--- src/hdl/cdrs_pkg.sv ---
// constants, register map and state type for the clock divider and reset sequencer
// Function
// RL1: internal clock drives auto-reload timer; divide-by-12 and divide-by-13 copies derived.
// RL2: instructions take two, four or five machine cycles.
// RL3: divider control register at data address dch, write-only, bits 7-4 unused.
// RL4: select field 00 divides by 1, 01 by 2, 10 and 11 by 4.
// RL5: low-power bit clears on reset; software sets it for lowest power.
// RL6: software always writes zero to the keep-low bit.
// RL7: software keeps a RAM shadow, written first, if writing from interrupt handlers.
// RL8: reset sources are reset pin low, power-on detection and watchdog timeout.
// RL9: reset pin honoured in run, wait and stop; held in reset while low.
// RL10: internal reset extends external reset by a delay, so short pulses suffice.
// RL11: reset in run or wait halts execution, pulls up I/O, restarts oscillator.
// RL12: reset in stop starts oscillator, pulls up I/O, initialises after delay.
// RL13: on-chip counter holds internal reset 2048 internal cycles after release.
// RL14: delay option selects 2048 cycles when low, 32768 when high.
// RL15: watchdog end of count asserts internal reset and reinitialises watchdog counter.
// RL16: watchdog reset takes the same restart path including full delay.
// RL17: reset input has an internal pull-up.
// RL18: initialisation clears return stack and loads program counter from reset vector.
// RL19: after reset the core runs in non-maskable context until a return.
// RL20: non-maskable carry and zero flag pair used until context changes.
// RL21: software ends initialisation with a return-from-interrupt.
// RL22: after that return, pending interrupt is serviced at once, else execution continues.
// RL23: oscillator option selects crystal/resonator/external clock or RC mode.
// RL24: reset release and ratio changes synchronised to internal clock, no runt pulses.
package cdrs_pkg;

  // register addresses on the data bus
  localparam logic [7:0] ADDR_DIV_CTRL     = 8'hdc;
  localparam logic [7:0] ADDR_STATUS       = 8'hde;

  // divider control field layout and reset value
  localparam int         DIV_SEL_LSB       = 0;
  localparam int         KEEP_LOW_BIT      = 2;
  localparam int         LOW_POWER_BIT     = 3;
  localparam logic [3:0] DIV_CTRL_RESET    = 4'h0;

  // status field layout
  localparam int         ST_CAUSE_PIN      = 0;
  localparam int         ST_CAUSE_POR      = 1;
  localparam int         ST_CAUSE_WDG      = 2;
  localparam int         ST_NMI_CTX        = 3;
  localparam int         ST_RATIO_LSB      = 4;
  localparam int         ST_DELAY_LONG     = 6;
  localparam int         ST_RUNNING        = 7;
  localparam logic [2:0] CAUSE_RESET       = 3'h2;

  // fixed dividers of the internal clock
  localparam int         PERIPH_RATIO      = 12;
  localparam int         MACHINE_RATIO     = 13;

  // start-up delay in internal clock cycles
  localparam int         STARTUP_SHORT     = 2048;
  localparam int         STARTUP_LONG      = 32768;

  // initialisation values handed to the core
  localparam logic [11:0] RESET_VECTOR     = 12'hffe;
  localparam logic [1:0]  FLAGS_NORMAL     = 2'h0;
  localparam logic [1:0]  FLAGS_NMI        = 2'h2;

  // machine cycles per instruction length code
  localparam logic [2:0] MC_LEN_SHORT      = 3'h2;
  localparam logic [2:0] MC_LEN_MID        = 3'h4;
  localparam logic [2:0] MC_LEN_LONG       = 3'h5;

  // reset sequencer states
  typedef enum logic [1:0] {
    SEQ_HOLD  = 2'b00,
    SEQ_DELAY = 2'b01,
    SEQ_INIT  = 2'b10,
    SEQ_RUN   = 2'b11
  } cdrs_seq_type;

endpackage

--- src/hdl/cdrs_tick_div.sv ---
// fixed-ratio divider turning an input tick stream into a slower tick stream
`timescale 1ns/1ns
`default_nettype none
module cdrs_tick_div #(
  parameter int RATIO = 12
) (
  // clock and reset
  input  wire logic clk_i,
  input  wire logic rst_n_i,
  // tick in and out
  input  wire logic tick_i,
  output logic      tick_o
);

  localparam int CW = $clog2(RATIO);
  localparam logic [CW-1:0] LAST = CW'(RATIO - 1);

  logic [CW-1:0] cnt;

  // count input ticks, wrap on the last one
  always_ff @(posedge clk_i)
  begin
    if (!rst_n_i)
    begin
      cnt <= '0;
    end
    else if (tick_i)
    begin
      cnt <= (cnt == LAST) ? '0 : cnt + 1'b1;
    end
  end

  // one output tick per RATIO input ticks, always a full period wide apart
  always_ff @(posedge clk_i)
  begin
    if (!rst_n_i)
    begin
      tick_o <= 1'b0;
    end
    else
    begin
      tick_o <= tick_i && (cnt == LAST);
    end
  end

endmodule // cdrs_tick_div
`default_nettype wire

--- src/hdl/cdrs_clock_reset.sv ---
// clock divider, reset merging and start-up sequencer of the microcontroller
//
// Decided for this implementation: strobed register access.
`timescale 1ns/1ns
`default_nettype none
module cdrs_clock_reset #(
  parameter int STARTUP_SHORT_CYCLES = cdrs_pkg::STARTUP_SHORT,
  parameter int STARTUP_LONG_CYCLES  = cdrs_pkg::STARTUP_LONG
) (
  // clock (oscillator rate) and reset
  input  wire logic        clk_i,
  input  wire logic        rst_n_i,
  // register port
  input  wire logic [7:0]  addr_i,
  input  wire logic [7:0]  wdata_i,
  input  wire logic        wr_i,
  input  wire logic        rd_i,
  output logic [7:0]       rdata_o,
  // reset sources
  input  wire logic        reset_pin_n_i,
  input  wire logic        por_i,
  input  wire logic        wdg_timeout_i,
  output logic             reset_pin_pullup_o,
  // option bits
  input  wire logic        delay_option_i,
  input  wire logic        oscillator_type_option_i,
  // power mode and core handshake
  input  wire logic        stop_mode_i,
  input  wire logic        instr_start_i,
  input  wire logic [1:0]  instr_len_i,
  input  wire logic        return_from_interrupt_i,
  input  wire logic        irq_pending_i,
  // derived clock ticks
  output logic             int_tick_o,
  output logic             periph_tick_o,
  output logic             machine_tick_o,
  output logic             instr_done_o,
  // reset and initialisation outputs
  output logic             core_reset_o,
  output logic             io_pullup_o,
  output logic             wdg_reinit_o,
  output logic             osc_restart_o,
  output logic             osc_enable_o,
  output logic             osc_rc_mode_o,
  output logic             low_power_o,
  output logic             stack_clear_o,
  output logic             pc_load_o,
  output logic [11:0]      pc_vector_o,
  output logic             nmi_context_o,
  output logic [1:0]       flag_pair_o,
  output logic             irq_take_o
);

  localparam logic [15:0] SHORT_LAST = 16'(STARTUP_SHORT_CYCLES - 1);
  localparam logic [15:0] LONG_LAST  = 16'(STARTUP_LONG_CYCLES - 1);

  cdrs_pkg::cdrs_seq_type state;
  cdrs_pkg::cdrs_seq_type next_state;

  logic [3:0]  div_ctrl;
  logic [1:0]  ratio_last;
  logic [1:0]  next_ratio_last;
  logic [1:0]  pre_cnt;
  logic [2:0]  pin_sync;
  logic [2:0]  por_sync;
  logic        pin_low;
  logic        por_act;
  logic        hold_req;
  logic [15:0] dly_cnt;
  logic [15:0] dly_last;
  logic        delay_long;
  logic [2:0]  cause;
  logic [2:0]  mc_left;
  logic        div_wr;
  logic        stat_wr;

  assign div_wr  = wr_i && (addr_i == cdrs_pkg::ADDR_DIV_CTRL);
  assign stat_wr = wr_i && (addr_i == cdrs_pkg::ADDR_STATUS);

  // divider control: only the low nibble is stored, nothing reads it back;
  // every internal reset clears it, so a restart always comes up at /1 with low power off
  always_ff @(posedge clk_i)
  begin
    if (!rst_n_i)
    begin
      div_ctrl <= cdrs_pkg::DIV_CTRL_RESET; // RL5
    end
    else if (state == cdrs_pkg::SEQ_HOLD)
    begin
      div_ctrl <= cdrs_pkg::DIV_CTRL_RESET; // RL5
    end
    else if (div_wr)
    begin
      div_ctrl <= wdata_i[3:0]; // RL3
    end
  end

  // select code to divisor minus one: 0, 1, 3, 3
  always_comb
  begin
    unique case (div_ctrl[cdrs_pkg::DIV_SEL_LSB +: 2])
      2'b00:   next_ratio_last = 2'd0; // RL4
      2'b01:   next_ratio_last = 2'd1; // RL4
      default: next_ratio_last = 2'd3; // RL4
    endcase
  end

  // predivider; a new ratio is taken only at a tick so no internal cycle is cut short
  always_ff @(posedge clk_i)
  begin
    if (!rst_n_i)
    begin
      pre_cnt    <= 2'd0;
      ratio_last <= 2'd0;
      int_tick_o <= 1'b0;
    end
    else
    begin
      if (pre_cnt >= ratio_last)
      begin
        pre_cnt    <= 2'd0;
        ratio_last <= next_ratio_last; // RL24
      end
      else
      begin
        pre_cnt <= pre_cnt + 2'd1;
      end
      int_tick_o <= (pre_cnt >= ratio_last); // RL1
    end
  end

  // timer, converter and watchdog tick
  cdrs_tick_div #(
    .RATIO (cdrs_pkg::PERIPH_RATIO)
  ) u_periph_div (
    .clk_i   (clk_i),
    .rst_n_i (rst_n_i),
    .tick_i  (int_tick_o),
    .tick_o  (periph_tick_o)
  ); // RL1

  // core machine cycle tick
  cdrs_tick_div #(
    .RATIO (cdrs_pkg::MACHINE_RATIO)
  ) u_machine_div (
    .clk_i   (clk_i),
    .rst_n_i (rst_n_i),
    .tick_i  (int_tick_o),
    .tick_o  (machine_tick_o)
  ); // RL1

  // pin level synchronisers; a change counts once stages two and three agree
  always_ff @(posedge clk_i)
  begin
    if (!rst_n_i)
    begin
      pin_sync <= 3'h7;
      por_sync <= 3'h0;
      pin_low  <= 1'b0;
      por_act  <= 1'b0;
    end
    else
    begin
      pin_sync <= {pin_sync[1:0], reset_pin_n_i};
      por_sync <= {por_sync[1:0], por_i};
      if (pin_sync[1] == pin_sync[2])
      begin
        pin_low <= !pin_sync[2]; // RL9
      end
      if (por_sync[1] == por_sync[2])
      begin
        por_act <= por_sync[2];
      end
    end
  end

  // level sources keep the sequencer held; the watchdog pulse forces one hold cycle
  assign hold_req = pin_low || por_act; // RL8

  // option bits are latched while held in reset, so they cannot change mid-run
  always_ff @(posedge clk_i)
  begin
    if (!rst_n_i)
    begin
      delay_long    <= 1'b0;
      osc_rc_mode_o <= 1'b0;
    end
    else if (state == cdrs_pkg::SEQ_HOLD)
    begin
      delay_long    <= delay_option_i; // RL14
      osc_rc_mode_o <= oscillator_type_option_i; // RL23
    end
  end

  assign dly_last = delay_long ? LONG_LAST : SHORT_LAST; // RL14

  // sequencer next state
  always_comb
  begin
    next_state = state;
    unique case (state)
      cdrs_pkg::SEQ_HOLD:
      begin
        if (!hold_req && !wdg_timeout_i)
        begin
          next_state = cdrs_pkg::SEQ_DELAY; // RL10
        end
      end
      cdrs_pkg::SEQ_DELAY:
      begin
        if (hold_req || wdg_timeout_i)
        begin
          next_state = cdrs_pkg::SEQ_HOLD; // RL9
        end
        else if (int_tick_o && (dly_cnt == dly_last))
        begin
          next_state = cdrs_pkg::SEQ_INIT; // RL13 RL24
        end
      end
      cdrs_pkg::SEQ_INIT:
      begin
        if (hold_req || wdg_timeout_i)
        begin
          next_state = cdrs_pkg::SEQ_HOLD;
        end
        else
        begin
          next_state = cdrs_pkg::SEQ_RUN;
        end
      end
      cdrs_pkg::SEQ_RUN:
      begin
        if (hold_req || wdg_timeout_i)
        begin
          next_state = cdrs_pkg::SEQ_HOLD; // RL15 RL16
        end
      end
    endcase
  end

  // sequencer state; power-up enters the held state
  always_ff @(posedge clk_i)
  begin
    if (!rst_n_i)
    begin
      state <= cdrs_pkg::SEQ_HOLD;
    end
    else
    begin
      state <= next_state;
    end
  end

  // start-up counter runs on internal clock ticks, restarts at every hold
  always_ff @(posedge clk_i)
  begin
    if (!rst_n_i)
    begin
      dly_cnt <= 16'h0000;
    end
    else if (state != cdrs_pkg::SEQ_DELAY)
    begin
      dly_cnt <= 16'h0000;
    end
    else if (int_tick_o)
    begin
      dly_cnt <= dly_cnt + 16'h0001; // RL13
    end
  end

  // reset side effects; stop mode is overridden while reset is in progress
  always_ff @(posedge clk_i)
  begin
    if (!rst_n_i)
    begin
      core_reset_o  <= 1'b1;
      io_pullup_o   <= 1'b1;
      wdg_reinit_o  <= 1'b1;
      osc_restart_o <= 1'b0;
      osc_enable_o  <= 1'b1;
    end
    else
    begin
      core_reset_o  <= (next_state != cdrs_pkg::SEQ_RUN); // RL11
      io_pullup_o   <= (next_state != cdrs_pkg::SEQ_RUN); // RL11 RL12
      wdg_reinit_o  <= (next_state == cdrs_pkg::SEQ_HOLD); // RL15
      osc_restart_o <= (state != cdrs_pkg::SEQ_HOLD) && (next_state == cdrs_pkg::SEQ_HOLD); // RL11
      osc_enable_o  <= !(stop_mode_i && (next_state == cdrs_pkg::SEQ_RUN)); // RL12
    end
  end

  // initialisation pulses toward the core
  always_ff @(posedge clk_i)
  begin
    if (!rst_n_i)
    begin
      stack_clear_o <= 1'b0;
      pc_load_o     <= 1'b0;
      pc_vector_o   <= cdrs_pkg::RESET_VECTOR;
    end
    else
    begin
      stack_clear_o <= (next_state == cdrs_pkg::SEQ_INIT); // RL18
      pc_load_o     <= (next_state == cdrs_pkg::SEQ_INIT); // RL18
      pc_vector_o   <= cdrs_pkg::RESET_VECTOR; // RL18
    end
  end

  // non-maskable context from initialisation until the first return
  always_ff @(posedge clk_i)
  begin
    if (!rst_n_i)
    begin
      nmi_context_o <= 1'b1;
      flag_pair_o   <= cdrs_pkg::FLAGS_NMI;
      irq_take_o    <= 1'b0;
    end
    else if (next_state != cdrs_pkg::SEQ_RUN)
    begin
      nmi_context_o <= 1'b1; // RL19
      flag_pair_o   <= cdrs_pkg::FLAGS_NMI; // RL20
      irq_take_o    <= 1'b0;
    end
    else if (return_from_interrupt_i && nmi_context_o)
    begin
      nmi_context_o <= 1'b0;
      flag_pair_o   <= cdrs_pkg::FLAGS_NORMAL; // RL20
      irq_take_o    <= irq_pending_i; // RL22
    end
    else
    begin
      irq_take_o <= 1'b0;
    end
  end

  // instruction length in machine cycles; a new start reloads the count
  always_ff @(posedge clk_i)
  begin
    if (!rst_n_i)
    begin
      mc_left      <= 3'h0;
      instr_done_o <= 1'b0;
    end
    else if (state != cdrs_pkg::SEQ_RUN)
    begin
      mc_left      <= 3'h0;
      instr_done_o <= 1'b0;
    end
    else
    begin
      instr_done_o <= machine_tick_o && (mc_left == 3'h1); // RL2
      if (instr_start_i)
      begin
        unique case (instr_len_i)
          2'b00:   mc_left <= cdrs_pkg::MC_LEN_SHORT; // RL2
          2'b01:   mc_left <= cdrs_pkg::MC_LEN_MID; // RL2
          default: mc_left <= cdrs_pkg::MC_LEN_LONG; // RL2
        endcase
      end
      else if (machine_tick_o && (mc_left != 3'h0))
      begin
        mc_left <= mc_left - 3'h1;
      end
    end
  end

  // sticky reset causes; a new cause wins over a clear in the same cycle
  always_ff @(posedge clk_i)
  begin
    if (!rst_n_i)
    begin
      cause <= cdrs_pkg::CAUSE_RESET;
    end
    else
    begin
      cause <= (cause & ~(stat_wr ? wdata_i[2:0] : 3'h0))
             | {wdg_timeout_i, por_act, pin_low}; // RL8
    end
  end

  // read port; the divider register is write-only and reads as zero
  always_ff @(posedge clk_i)
  begin
    if (!rst_n_i)
    begin
      rdata_o <= 8'h00;
    end
    else if (rd_i && (addr_i == cdrs_pkg::ADDR_STATUS))
    begin
      rdata_o <= {state == cdrs_pkg::SEQ_RUN, delay_long, ratio_last, nmi_context_o, cause};
    end
    else
    begin
      rdata_o <= 8'h00; // RL3
    end
  end

  // lowest-power setting follows the software bit directly
  always_ff @(posedge clk_i)
  begin
    if (!rst_n_i)
    begin
      low_power_o        <= 1'b0;
      reset_pin_pullup_o <= 1'b1;
    end
    else
    begin
      low_power_o        <= div_ctrl[cdrs_pkg::LOW_POWER_BIT]; // RL5
      reset_pin_pullup_o <= 1'b1; // RL17
    end
  end

endmodule // cdrs_clock_reset
`default_nettype wire

--- config.mk ---
export PLATFORM = sky130hd
export DESIGN_NAME = cdrs_clock_reset
export DESIGN_NICKNAME = d
export VERILOG_FILES = /design/src/hdl/cdrs_pkg.sv /design/src/hdl/cdrs_tick_div.sv /design/src/hdl/cdrs_clock_reset.sv
export SDC_FILE = /design/constraint.sdc
export NUM_CORES = 1
export LEC_CHECK = 0
export BUFFER_PORTS_ARGS = -buffer_cell sky130_fd_sc_hd__buf_4
export CORE_MARGIN = 5
export CORE_UTILIZATION = 53
export CTS_BUF_LIST = sky130_fd_sc_hd__clkbuf_16
export DETAILED_ROUTE_END_ITERATION = 8
export GPL_TIMING_DRIVEN = 0
export PLACE_DENSITY = 0.79
export SLEW_MARGIN = 20
export SYNTH_ARGS = -nofsm -noshare
export SYNTH_HDL_FRONTEND = slang
export SYNTH_SLANG_ARGS = --single-unit
--- constraint.sdc ---
create_clock -name clk_i -period 2.1 [get_ports clk_i]
set_input_delay 0.105 -clock clk_i [delete_from_list [all_inputs] [get_ports clk_i]]
set_output_delay 0.105 -clock clk_i [all_outputs]
set_load 0.01 [all_outputs]
==> impl_metrics.toml, run 1 <==
[setup_path]
worstPathRequired_ps = 2350
critPathMaxFanout = 5
cp.arrival_ps = 2010
crit_type = "register to register"
start_kind = "register"
endpoint_kind = "register"

[clocking]
root_buffer = "clkbuf_16"
clockBufferDepth = 2
cts.clk_slew.worst_paths_ps = 60
clk_latency_ps = 320
cts-buffers-inserted = 9
cts.repair.resized = 0
htree_levels = 3
cts_hold_buf = 5
clock-sinks = 69
postCtsSetupBuffers = 0
cts_tree = "yes"

[grt]
antenna_found_initial = 0
gr-total-overflow = 0
grt_pass1_wl_um = 10140
grt_max_degree = 13
track_usage = 0.1783
grt_pass1_vias = 2210

[floorplan]
num_rows = 26
die_h_um = 83.27
dieWidth_um = 83.27
dieArea_um2 = 6934
start_util = 0.5501
core_um2 = 5172
ioPinCount = 69

[run_status]
outcome = "finished clean"

[synth]
yosysUniqueCellTypes = 40
synthesis.area_um2 = 2845
ys_warn_count = 0
syn_inst = 307
avgSynthCellArea_um2 = 9.268
async_reset_ff_frac = 0
ys_seq_area_frac = 0.4855
synth-edff-count = 0
synth_seq_cells = 69
ys.flop_type = "dfxtp_1"

[sta]
period_share = 0.8363
setup_tns_ps = 0
rsz0062_at_grt = "no"
hold_viol = 0
worst_slew_pin_slew_ps = 770.0
fin_skew_ps = 4.094
setup_viol = 0
max_freq_mhz = 569.4
slew_violations = 0
relSlewSlack = 0.4819
period_minus_slack_ps = 1756

[route]
drcViolationCount = 0
drtAntennaViolNets = 0
drt_iter0_drc = 120
routed_wl_um = 6060
num_vias = 2313
drtPass1Iterations = 4
via_per_inst = 5.028
wl_per_cell_um = 13.17

[finish]
num_antenna_cells = 0
finish.utilization = 0.7189
nets = 425
drive_gt1_frac = 0.2256
syn_to_final_growth_pct = 30.69
n_fill_cell = 406

[worst_hold_path]
hold_path_class = "input pin to register"

[power_and_ir_drop]
power_density_nw_per_um2 = 832.5
leakage_nw = 1.500
vdd_drop_max_mv = 0.4903

[job]
maxCapViolations = 0

[placement]
io_buffers = 50
hpwl_um = 4249
gp_congestion = 0.8137
-- flip-flops by register name (all words and copies together), names as in the netlist, 2 cells and up --
name               flops
u_periph_div.cnt       4
pin_sync               3
ratio_last             2
rdata_o                8
pre_cnt                2
state                  2
por_sync               3
div_ctrl               3
mc_left                3
u_machine_div.cnt      4
cause                  3
dly_cnt               16
-- power breakdown --
group	switching (mW)	internal, mW	total (mW)
Combinational	0.0849	0.0915	0.176
Clock	0.544	1.03	1.57
Sequential	0.0165	1.33	1.35
Total	0.645	2.45	3.10
-- through the flow --
step	std cells	power (mW)	cell area, um2	setup slack, ps	hold WS (ps)
final	460	3.096	3719	343.8	23.69
after global routing	460	3.185	3719	205.5	24.25
after CTS	460	3.115	3719	334.0	12.86
after detailed placement	439	1.539	3353	342.1	291.1
after global placement	439	1.533	3353	376.6	290.5
after floorplan	319	1.467	2890	507.1	178.0
-- per-layer routing --
metal	track usage	wire length, um
met1	0.1998	2558
met4	0.09064	158
met3	0.05446	363
met2	0.3039	2980
met5	0	0
-- cell usage after synthesis (3+ instances only) --
library cell	number	area, um2
nand3_1	11	55.05
and4_1	3	26.28
o21ai_0	13	65.06
nor2_1	38	142.6
nand4_1	6	37.54
nor2b_1	3	18.77
xor2_1	6	52.55
a21oi_1	16	80.08
buf_4	17	127.6
nor4_1	6	37.54
inv_1	13	48.80
nand2_1	19	71.32
dfxtp_1	69	1381
clkbuf_1	5	18.77
mux2i_1	11	110.1
nor3_1	11	55.05
and2_1	11	68.82
nand2b_1	8	50.05
ha_1	9	112.6
xnor2_1	8	70.07
-- worst max-delay path: stages (launching register included) --
cell and delay, ps:
dfxtp_1 400, ha_1 200, nand4_1 200, or3_4 440
or3_1 310, a21oi_1 130
-- placed cells by master (no fill, tap or decap), types with 2 or more instances in the layout --
cell	Yosys	final
dlygate4sd3_1	0	5
and4_1	3	3
nand3_1	11	11
nand2b_1	8	8
nand2_1	19	19
clkinvlp_4	0	3
clkbuf_16	0	9
or3_1	2	2
and3_1	2	2
nor2b_1	3	3
nor4_1	6	6
nor2_1	38	38
a21oi_1	16	16
clkinv_1	1	3
conb_1	2	14
xor2_1	6	6
mux2i_1	11	11
buf_4	17	67
ha_1	9	9
o21ai_0	13	13
a31oi_1	2	2
bufinv_16	0	2
inv_1	13	13
clkbuf_1	5	5
and2_1	11	11
dfxtp_1	69	69
xnor2_1	8	8
nand4_1	6	6
nor3_1	11	11
-- layout make-up --
cell class / instances / area, um2 / area share
clock inverters: 7 / 90.09 / 0.02423
inverters: 14 / 52.55 / 0.01413
well taps: 70 / 87.58 / 0.02355
clock buffers: 9 / 225.2 / 0.06057
repair buffers: 55 / 425.4 / 0.1144
multi-input cells: 213 / 1305 / 0.3509
plain buffers: 23 / 151.4 / 0.04071
flip-flops and latches: 69 / 1381 / 0.3715
-- cell families (layout without fill, tap and decap cells) --
kind of cell / Yosys count / count (layout) / synth area share
AND/OR/NAND/NOR: 128 / 128 / 0.2467
flip-flops: 69 / 69 / 0.4855
buffers and inverters: 37 / 108 / 0.07168
AO/OA/AOI/OAI: 36 / 36 / 0.06860
XOR/XNOR: 14 / 14 / 0.04310
multiplexers: 11 / 11 / 0.03870
adder cells (fa/ha/maj): 10 / 10 / 0.04310
other: 2 / 14 / 0.002640
-- path summary, 6_finish.rpt --
| path | slack [ps] | cells past startpoint | startpoint | end |
|---|---|---|---|---|
| hold / removal | 20 | 3 | wdata_i[3] | div_ctrl[3] |
| setup reg to reg | 340 | 5 | dly_cnt[0] | dly_cnt[14] |
| setup / recovery | 340 | 5 | dly_cnt[0] | dly_cnt[14] |
| hold reg to reg | 410 | 1 | pin_sync[0] | pin_sync[1] |
No activity file was read; power rests on OpenSTA's default activity.
==> run 2: changes to the inputs <==
--- a/config.mk
+++ b/config.mk
@@ -5,13 +5,14 @@
 export SDC_FILE = /design/constraint.sdc
 export NUM_CORES = 1
 export LEC_CHECK = 0
+export ABC_AREA = 1
 export BUFFER_PORTS_ARGS = -buffer_cell sky130_fd_sc_hd__buf_4
 export CORE_MARGIN = 5
-export CORE_UTILIZATION = 53
+export CORE_UTILIZATION = 48
 export CTS_BUF_LIST = sky130_fd_sc_hd__clkbuf_16
 export DETAILED_ROUTE_END_ITERATION = 8
 export GPL_TIMING_DRIVEN = 0
-export PLACE_DENSITY = 0.79
+export PLACE_DENSITY = 0.75
 export SLEW_MARGIN = 20
 export SYNTH_ARGS = -nofsm -noshare
 export SYNTH_HDL_FRONTEND = slang
==> constraint.sdc (replaced) <==
create_clock -name clk_i -period 1.5 [get_ports clk_i]
set_input_delay 0.075 -clock clk_i [delete_from_list [all_inputs] [get_ports clk_i]]
set_output_delay 0.075 -clock clk_i [all_outputs]
set_load 0.01 [all_outputs]
==> run 2 against run 1 <==
  * Count of clock-buffer cells in the layout did not move
  * Wire length up 6.4%
  * Largest cell class unchanged
  * Combinational power grew 45%
  * Clock skew grew 2.3 ps
  * Largest power group unchanged
  * Worst setup slack worse by 240 ps
==> impl_metrics.toml, run 2 <==
[synth]
avgSynthCellArea_um2 = 7.593
yosysTopAreaCell = "dfxtp_1"
synth-xor-area-share = 0.01765
async_reset_ff_frac = 0
synth_compound_area_frac = 0.08239
yosysUniqueCellTypes = 34
synthesis.area_um2 = 2977
synthAdderAreaFrac = 0.03783
synthTopCellsByArea = "dfxtp_1 (46%), nand2_1 (7.9%), nor2_1 (7.7%)"
ys_top_cells_by_count = "dfxtp_1 (69), nand2_1 (63), nor2_1 (61), inv_1 (60)"
synth_seq_cells = 69
synth_top_family_by_area = "simple AND/OR/NAND/NOR gates"
yosysTopAreaCellShare = 0.4641
yosysMostFrequentCell = "dfxtp_1"
ys_seq_area_frac = 0.4641
synth-simple-area-share = 0.2661
syn_inst = 392
synth-edff-count = 0
ys_warn_count = 0
ys.flop_type = "dfxtp_1"
muxShareOfSynthArea = 0

[power_and_ir_drop]
pwr-share-seq = 0.433
switching_share = 0.2120
netSwitchingPower_uw = 923.4
combPwrFrac = 0.059
clkPwrFrac = 0.509
leakage_nw = 1.784
vdd_drop_max_mv = 0.7950
intPower_mw = 3.433
power_density_nw_per_um2 = 1123

[floorplan]
num_rows = 28
ioPinCount = 69
core_um2 = 5991
die_h_um = 88.75
start_util = 0.4969
dieWidth_um = 88.75
dieArea_um2 = 7877

[setup_path]
endpoint_kind = "register"
crit_path_end = "ratio_last[0]"
crit_type = "register to register"
rrSetupSlack_ps = 110
cp.arrival_ps = 1600
worstPathRequired_ps = 1710
r2r_end = "ratio_last[0]"
cp-startpoint = "pre_cnt[0]"
crit-reg2reg-launch = "pre_cnt[0]"
start_kind = "register"
critPathMaxFanout = 3
reg2reg_depth = 8

[placement]
hpwl_um = 4696
io_buffers = 50
gp_congestion = 0.8196

[finish]
final_cell_mix = "dfxtp_1 (69), buf_4 (67), nand2_1 (63), nor2_1 (61), inv_1 (60)"
finish.utilization = 0.6472
reg.largest.list = "dly_cnt: 16 flops, rdata_o: 8 flops"
syn_to_final_growth_pct = 30.26
final_common_cell = "dfxtp_1"
largest_reg_flops = 16
num_antenna_cells = 0
nets = 511
regMostFlops = "dly_cnt"
drive_gt1_frac = 0.2189

[route]
drcViolationCount = 0
wl_per_cell_um = 11.72
drt_iter0_drc = 108
via_per_inst = 4.658
drtAntennaViolNets = 0
num_vias = 2562
drtPass1Iterations = 4
routed_wl_um = 6446

[clocking]
cts-buffers-inserted = 9
clockBufferDepth = 2
clock-sinks = 69
clk_latency_ps = 330
cts.clk_slew.worst_paths_ps = 60
htree_levels = 3
root_buffer = "clkbuf_16"
cts_tree = "yes"

[sta]
max_freq_mhz = 718.2
rsz0062_at_grt = "no"
setup_viol = 0
holdWs_ps = 2.679
fin_skew_ps = 6.350
period_minus_slack_ps = 1392
slew_violations = 0
hold_viol = 0
period_share = 0.9282

[grt]
antenna_found_initial = 0
grt_max_degree = 13
gr-total-overflow = 0
grt_pass1_wl_um = 10580
track_usage = 0.1737
grt_pass1_vias = 2459

[run_status]
outcome = "finished clean"

[worst_hold_path]
hold_path_class = "input pin to register"
worstHoldPathCells = 3

[job]
maxCapViolations = 0
-- run 2: changes by cell type in the layout (fill, tap and decap cells not counted), moves of 4 or more --
| cell | change |
|---|---|
| inv_1 | +47 |
| nand2_1 | +44 |
| nor2_1 | +23 |
| and2_1 | -11 |
| mux2i_1 | -11 |
| nand2b_1 | -8 |
| nor4_1 | -6 |
| nand3_1 | +5 |
| buf_2 | +4 |
| clkbuf_1 | -4 |
| nor3_1 | +4 |
| xnor2_1 | -4 |
| xor2_1 | -4 |
-- run 2: power groups by stage --
stage,Combinational (mW),Sequential (mW),Clock (mW)
global route,0.286,1.89,2.35
CTS,0.253,1.88,2.25
finish,0.255,1.88,2.22
global placement,0.232,1.92,0
floorplan,0.143,1.92,0
detailed placement,0.239,1.92,0
-- run 2: per-layer routing --
metal | vias to the layer above | global-route usage | part of all wire
met4 | 0 | 0.06456 | 0.0085
met5 | - | 0 | 0
li1 | 1364 | - | -
met1 | 1129 | 0.2137 | 0.45
met2 | 63 | 0.2848 | 0.49
met3 | 6 | 0.05400 | 0.058
-- run 2: how the worst min path moves through the flow --
stage,end,start
CTS,osc_rc_mode_o,oscillator_type_option_i
detailed placement,osc_enable_o,stop_mode_i
global placement,osc_enable_o,stop_mode_i
floorplan,osc_enable_o,stop_mode_i
finish,osc_rc_mode_o,oscillator_type_option_i
global route,irq_take_o,irq_pending_i
-- run 2: area by class of cell --
| class | count | area, um2 |
|---|---|---|
| Fill cell | 506 | 2113 |
| Sequential cell | 69 | 1381 |
| Multi-Input combinational cell | 251 | 1267 |
| Timing Repair Buffer | 56 | 435.4 |
| Inverter | 61 | 229.0 |
| Clock buffer | 9 | 225.2 |
| Buffer | 23 | 156.4 |
| Tap cell | 75 | 93.84 |
| Clock inverter | 6 | 88.84 |
-- run 2: timing repair --
action	CTS	global route
buffers inserted	0	0
hold endpoints to repair	6	0
endpoints found under the setup margin	3	8
resized for setup	1	4
hold buffers	6	0
gates cloned	0	0
-- run 2: per-stage QoR --
stage	setup TNS [ps]	setup slack (ps)	cells	cell area, um2	power (mW)
after floorplan	0	121.0	404	3022	2.065
after global placement	-83.29	-32.26	529	3491	2.155
after detailed placement	-328.1	-112.5	529	3491	2.163
after CTS	0	25.56	550	3865	4.392
after global routing	0	10.95	550	3877	4.525
final	0	107.7	550	3877	4.356
-- run 2: critical path: stages (launching register included) --
cell and delay (ps):
dfxtp_1 360, inv_1 60, ha_1 300, o21ai_2 180, nand2_1 60, nand2_1 80
inv_1 60, o21ai_0 80, o21ai_0 100
-- run 2: cells by family after synthesis --
logic type,after synthesis
buffers and inverters,84
AND/OR/NAND/NOR,178
other,2
XOR/XNOR,6
AO/OA/AOI/OAI,44
flip-flops,69
adder cells (fa/ha/maj),9
==> run 3: changes to the inputs <==
--- a/config.mk
+++ b/config.mk
@@ -5,14 +5,13 @@
 export SDC_FILE = /design/constraint.sdc
 export NUM_CORES = 1
 export LEC_CHECK = 0
-export ABC_AREA = 1
 export BUFFER_PORTS_ARGS = -buffer_cell sky130_fd_sc_hd__buf_4
 export CORE_MARGIN = 5
-export CORE_UTILIZATION = 48
+export CORE_UTILIZATION = 47
 export CTS_BUF_LIST = sky130_fd_sc_hd__clkbuf_16
 export DETAILED_ROUTE_END_ITERATION = 8
 export GPL_TIMING_DRIVEN = 0
-export PLACE_DENSITY = 0.75
+export PLACE_DENSITY = 0.74
 export SLEW_MARGIN = 20
 export SYNTH_ARGS = -nofsm -noshare
 export SYNTH_HDL_FRONTEND = slang
==> run 3 against run 2 <==
  * The run now ends with setup timing left
  * Sequential cell count is the same
  * Worst setup slack lost 140 ps
  * Total power grew 7.3%
  * First-iteration DRC count shrank 0.93%
  * Clock power grew 14%
  * Worst hold slack gained 7.2 ps
  * Register-to-register slack lost 140 ps
  * Clock skew shrank 2.5 ps
  * Critical endpoint is now dly_cnt[14]
  * Largest cell class unchanged
==> impl_metrics.toml, run 3 (synthesized netlist as in run 1, its figures left out) <==
[setup_path]
endpoint_kind = "register"
critPathMaxFanout = 4
cp.arrival_ps = 1790
crit_type = "register to register"
start_kind = "register"
worstPathRequired_ps = 1760

[sta]
worst_slew_pin_slew_ps = 830.8
hold_viol = 0
fin_ws_ps = -34.16
setup_tns_ps = -50.46
fin_skew_ps = 3.846
relSlewSlack = 0.4410
period_minus_slack_ps = 1534
slew_violations = 0
max_freq_mhz = 651.8
rsz0062_at_grt = "yes"
holdWs_ps = 9.901
period_share = 1.023
setup_viol = 2

[finish]
final_common_cell = "buf_4"
nets = 436
fin_cells = 476
reg.largest.list = "dly_cnt: 16 flops, rdata_o: 8 flops"
regMostFlops = "dly_cnt"
syn_to_final_growth_pct = 38.92
largest_reg_flops = 16
final_cell_mix = "buf_4 (74), dfxtp_1 (59), nor2_1 (38), nand2_1 (19)"
n_fill_cell = 458
final_area_um2 = 3953
finish.utilization = 0.6676
drive_gt1_frac = 0.2893
num_antenna_cells = 0

[power_and_ir_drop]
power_density_nw_per_um2 = 1182
leakage_nw = 1.611
total_power_mw = 4.673
vdd_drop_max_mv = 0.7448

[route]
num_vias = 2341
drtPass1Iterations = 4
drt_iter0_drc = 107
drtAntennaViolNets = 0
drcViolationCount = 0
via_per_inst = 4.918
wl_per_cell_um = 12.57
routed_wl_um = 5985

[placement]
dpl_cell_area_um2 = 3374
io_buffers = 50
hpwl_um = 4041
dp.cells = 444
dp_slack_ps = -170.4
gp_congestion = 0.8699

[clocking]
root_buffer = "clkbuf_16"
htree_levels = 3
cts_tree = "yes"
cts-buffers-inserted = 9
clk_latency_ps = 320
clock-sinks = 69
cts.clk_slew.worst_paths_ps = 50
clockBufferDepth = 2

[floorplan]
dieArea_um2 = 7710
core_um2 = 5921
dieWidth_um = 87.81
ioPinCount = 69
num_rows = 28
start_util = 0.4806
die_h_um = 87.81

[worst_hold_path]
hold_path_class = "input pin to register"

[run_status]
violations = "setup timing"
outcome = "complete, but fails checks"

[grt]
track_usage = 0.1673
antenna_found_initial = 0
grt_pass1_vias = 2250
grt_max_degree = 13
gr-total-overflow = 0
grt_pass1_wl_um = 10120

[job]
maxCapViolations = 0
-- run 3: cell types whose count changed in the layout (fill, tap and decap cells not counted), moves of 5 or more --
cell,change
nand2b_1,+7
dfxtp_2,+8
inv_1,-46
buf_4,+7
and2_1,+11
nor3_1,-5
mux2i_1,+11
nand3_1,-5
nor2_1,-23
nand2_1,-44
dfxtp_1,-10
-- run 3: area by class of cell --
cell class / instances / area (um2) / share of cell area
plain buffers: 22 / 148.9 / 0.03767
clock buffers: 9 / 225.2 / 0.05698
clock inverters: 7 / 137.6 / 0.03482
inverters: 14 / 52.55 / 0.01330
multi-input cells: 213 / 1368 / 0.3460
flip-flops and latches: 69 / 1399 / 0.3539
well taps: 75 / 93.84 / 0.02374
repair buffers: 67 / 528.0 / 0.1336
-- run 3: final timing paths --
check,endpoint,slack [ps],startpoint,depth (start not counted)
hold / removal,mc_left[0],10,instr_len_i[1],3
setup reg to reg,dly_cnt[14],-30,dly_cnt[1],5
hold reg to reg,pin_sync[1],410,pin_sync[0],1
setup / recovery,dly_cnt[14],-30,dly_cnt[1],5
-- run 3: what timing repair did --
action                                  in CTS  in global routing
endpoints found under the hold margin        9                  0
gates resized for setup                      8                 13
buffers inserted                             4                  3
pin swaps                                    1                  4
endpoints found under the setup margin      18                 17
hold buffers                                10                  0
-- run 3: routing by layer --
layer	part of all wire	global-route usage	vias to the layer above	wire length (um)
met2	0.48	0.2808	62	2883
met5	0	0	-	0
met1	0.44	0.2002	1071	2656
met4	0.0079	0.05160	0	47
li1	-	-	1202	-
met3	0.066	0.06021	6	397
-- run 3: where the power goes --
group	internal (mW)	total (mW)	leakage (nW)	switching, mW
registers	1.86	1.88	0.565	0.0230
clock network	1.79	2.53	0.181	0.746
logic	0.138	0.258	0.865	0.120
-- run 3: worst max-delay path, stage by stage, from the launching register on --
cell,delay [ps]
dfxtp_4,360
ha_4,130
nand4_1,120
or3_4,410
or3_4,340
a21oi_2,110
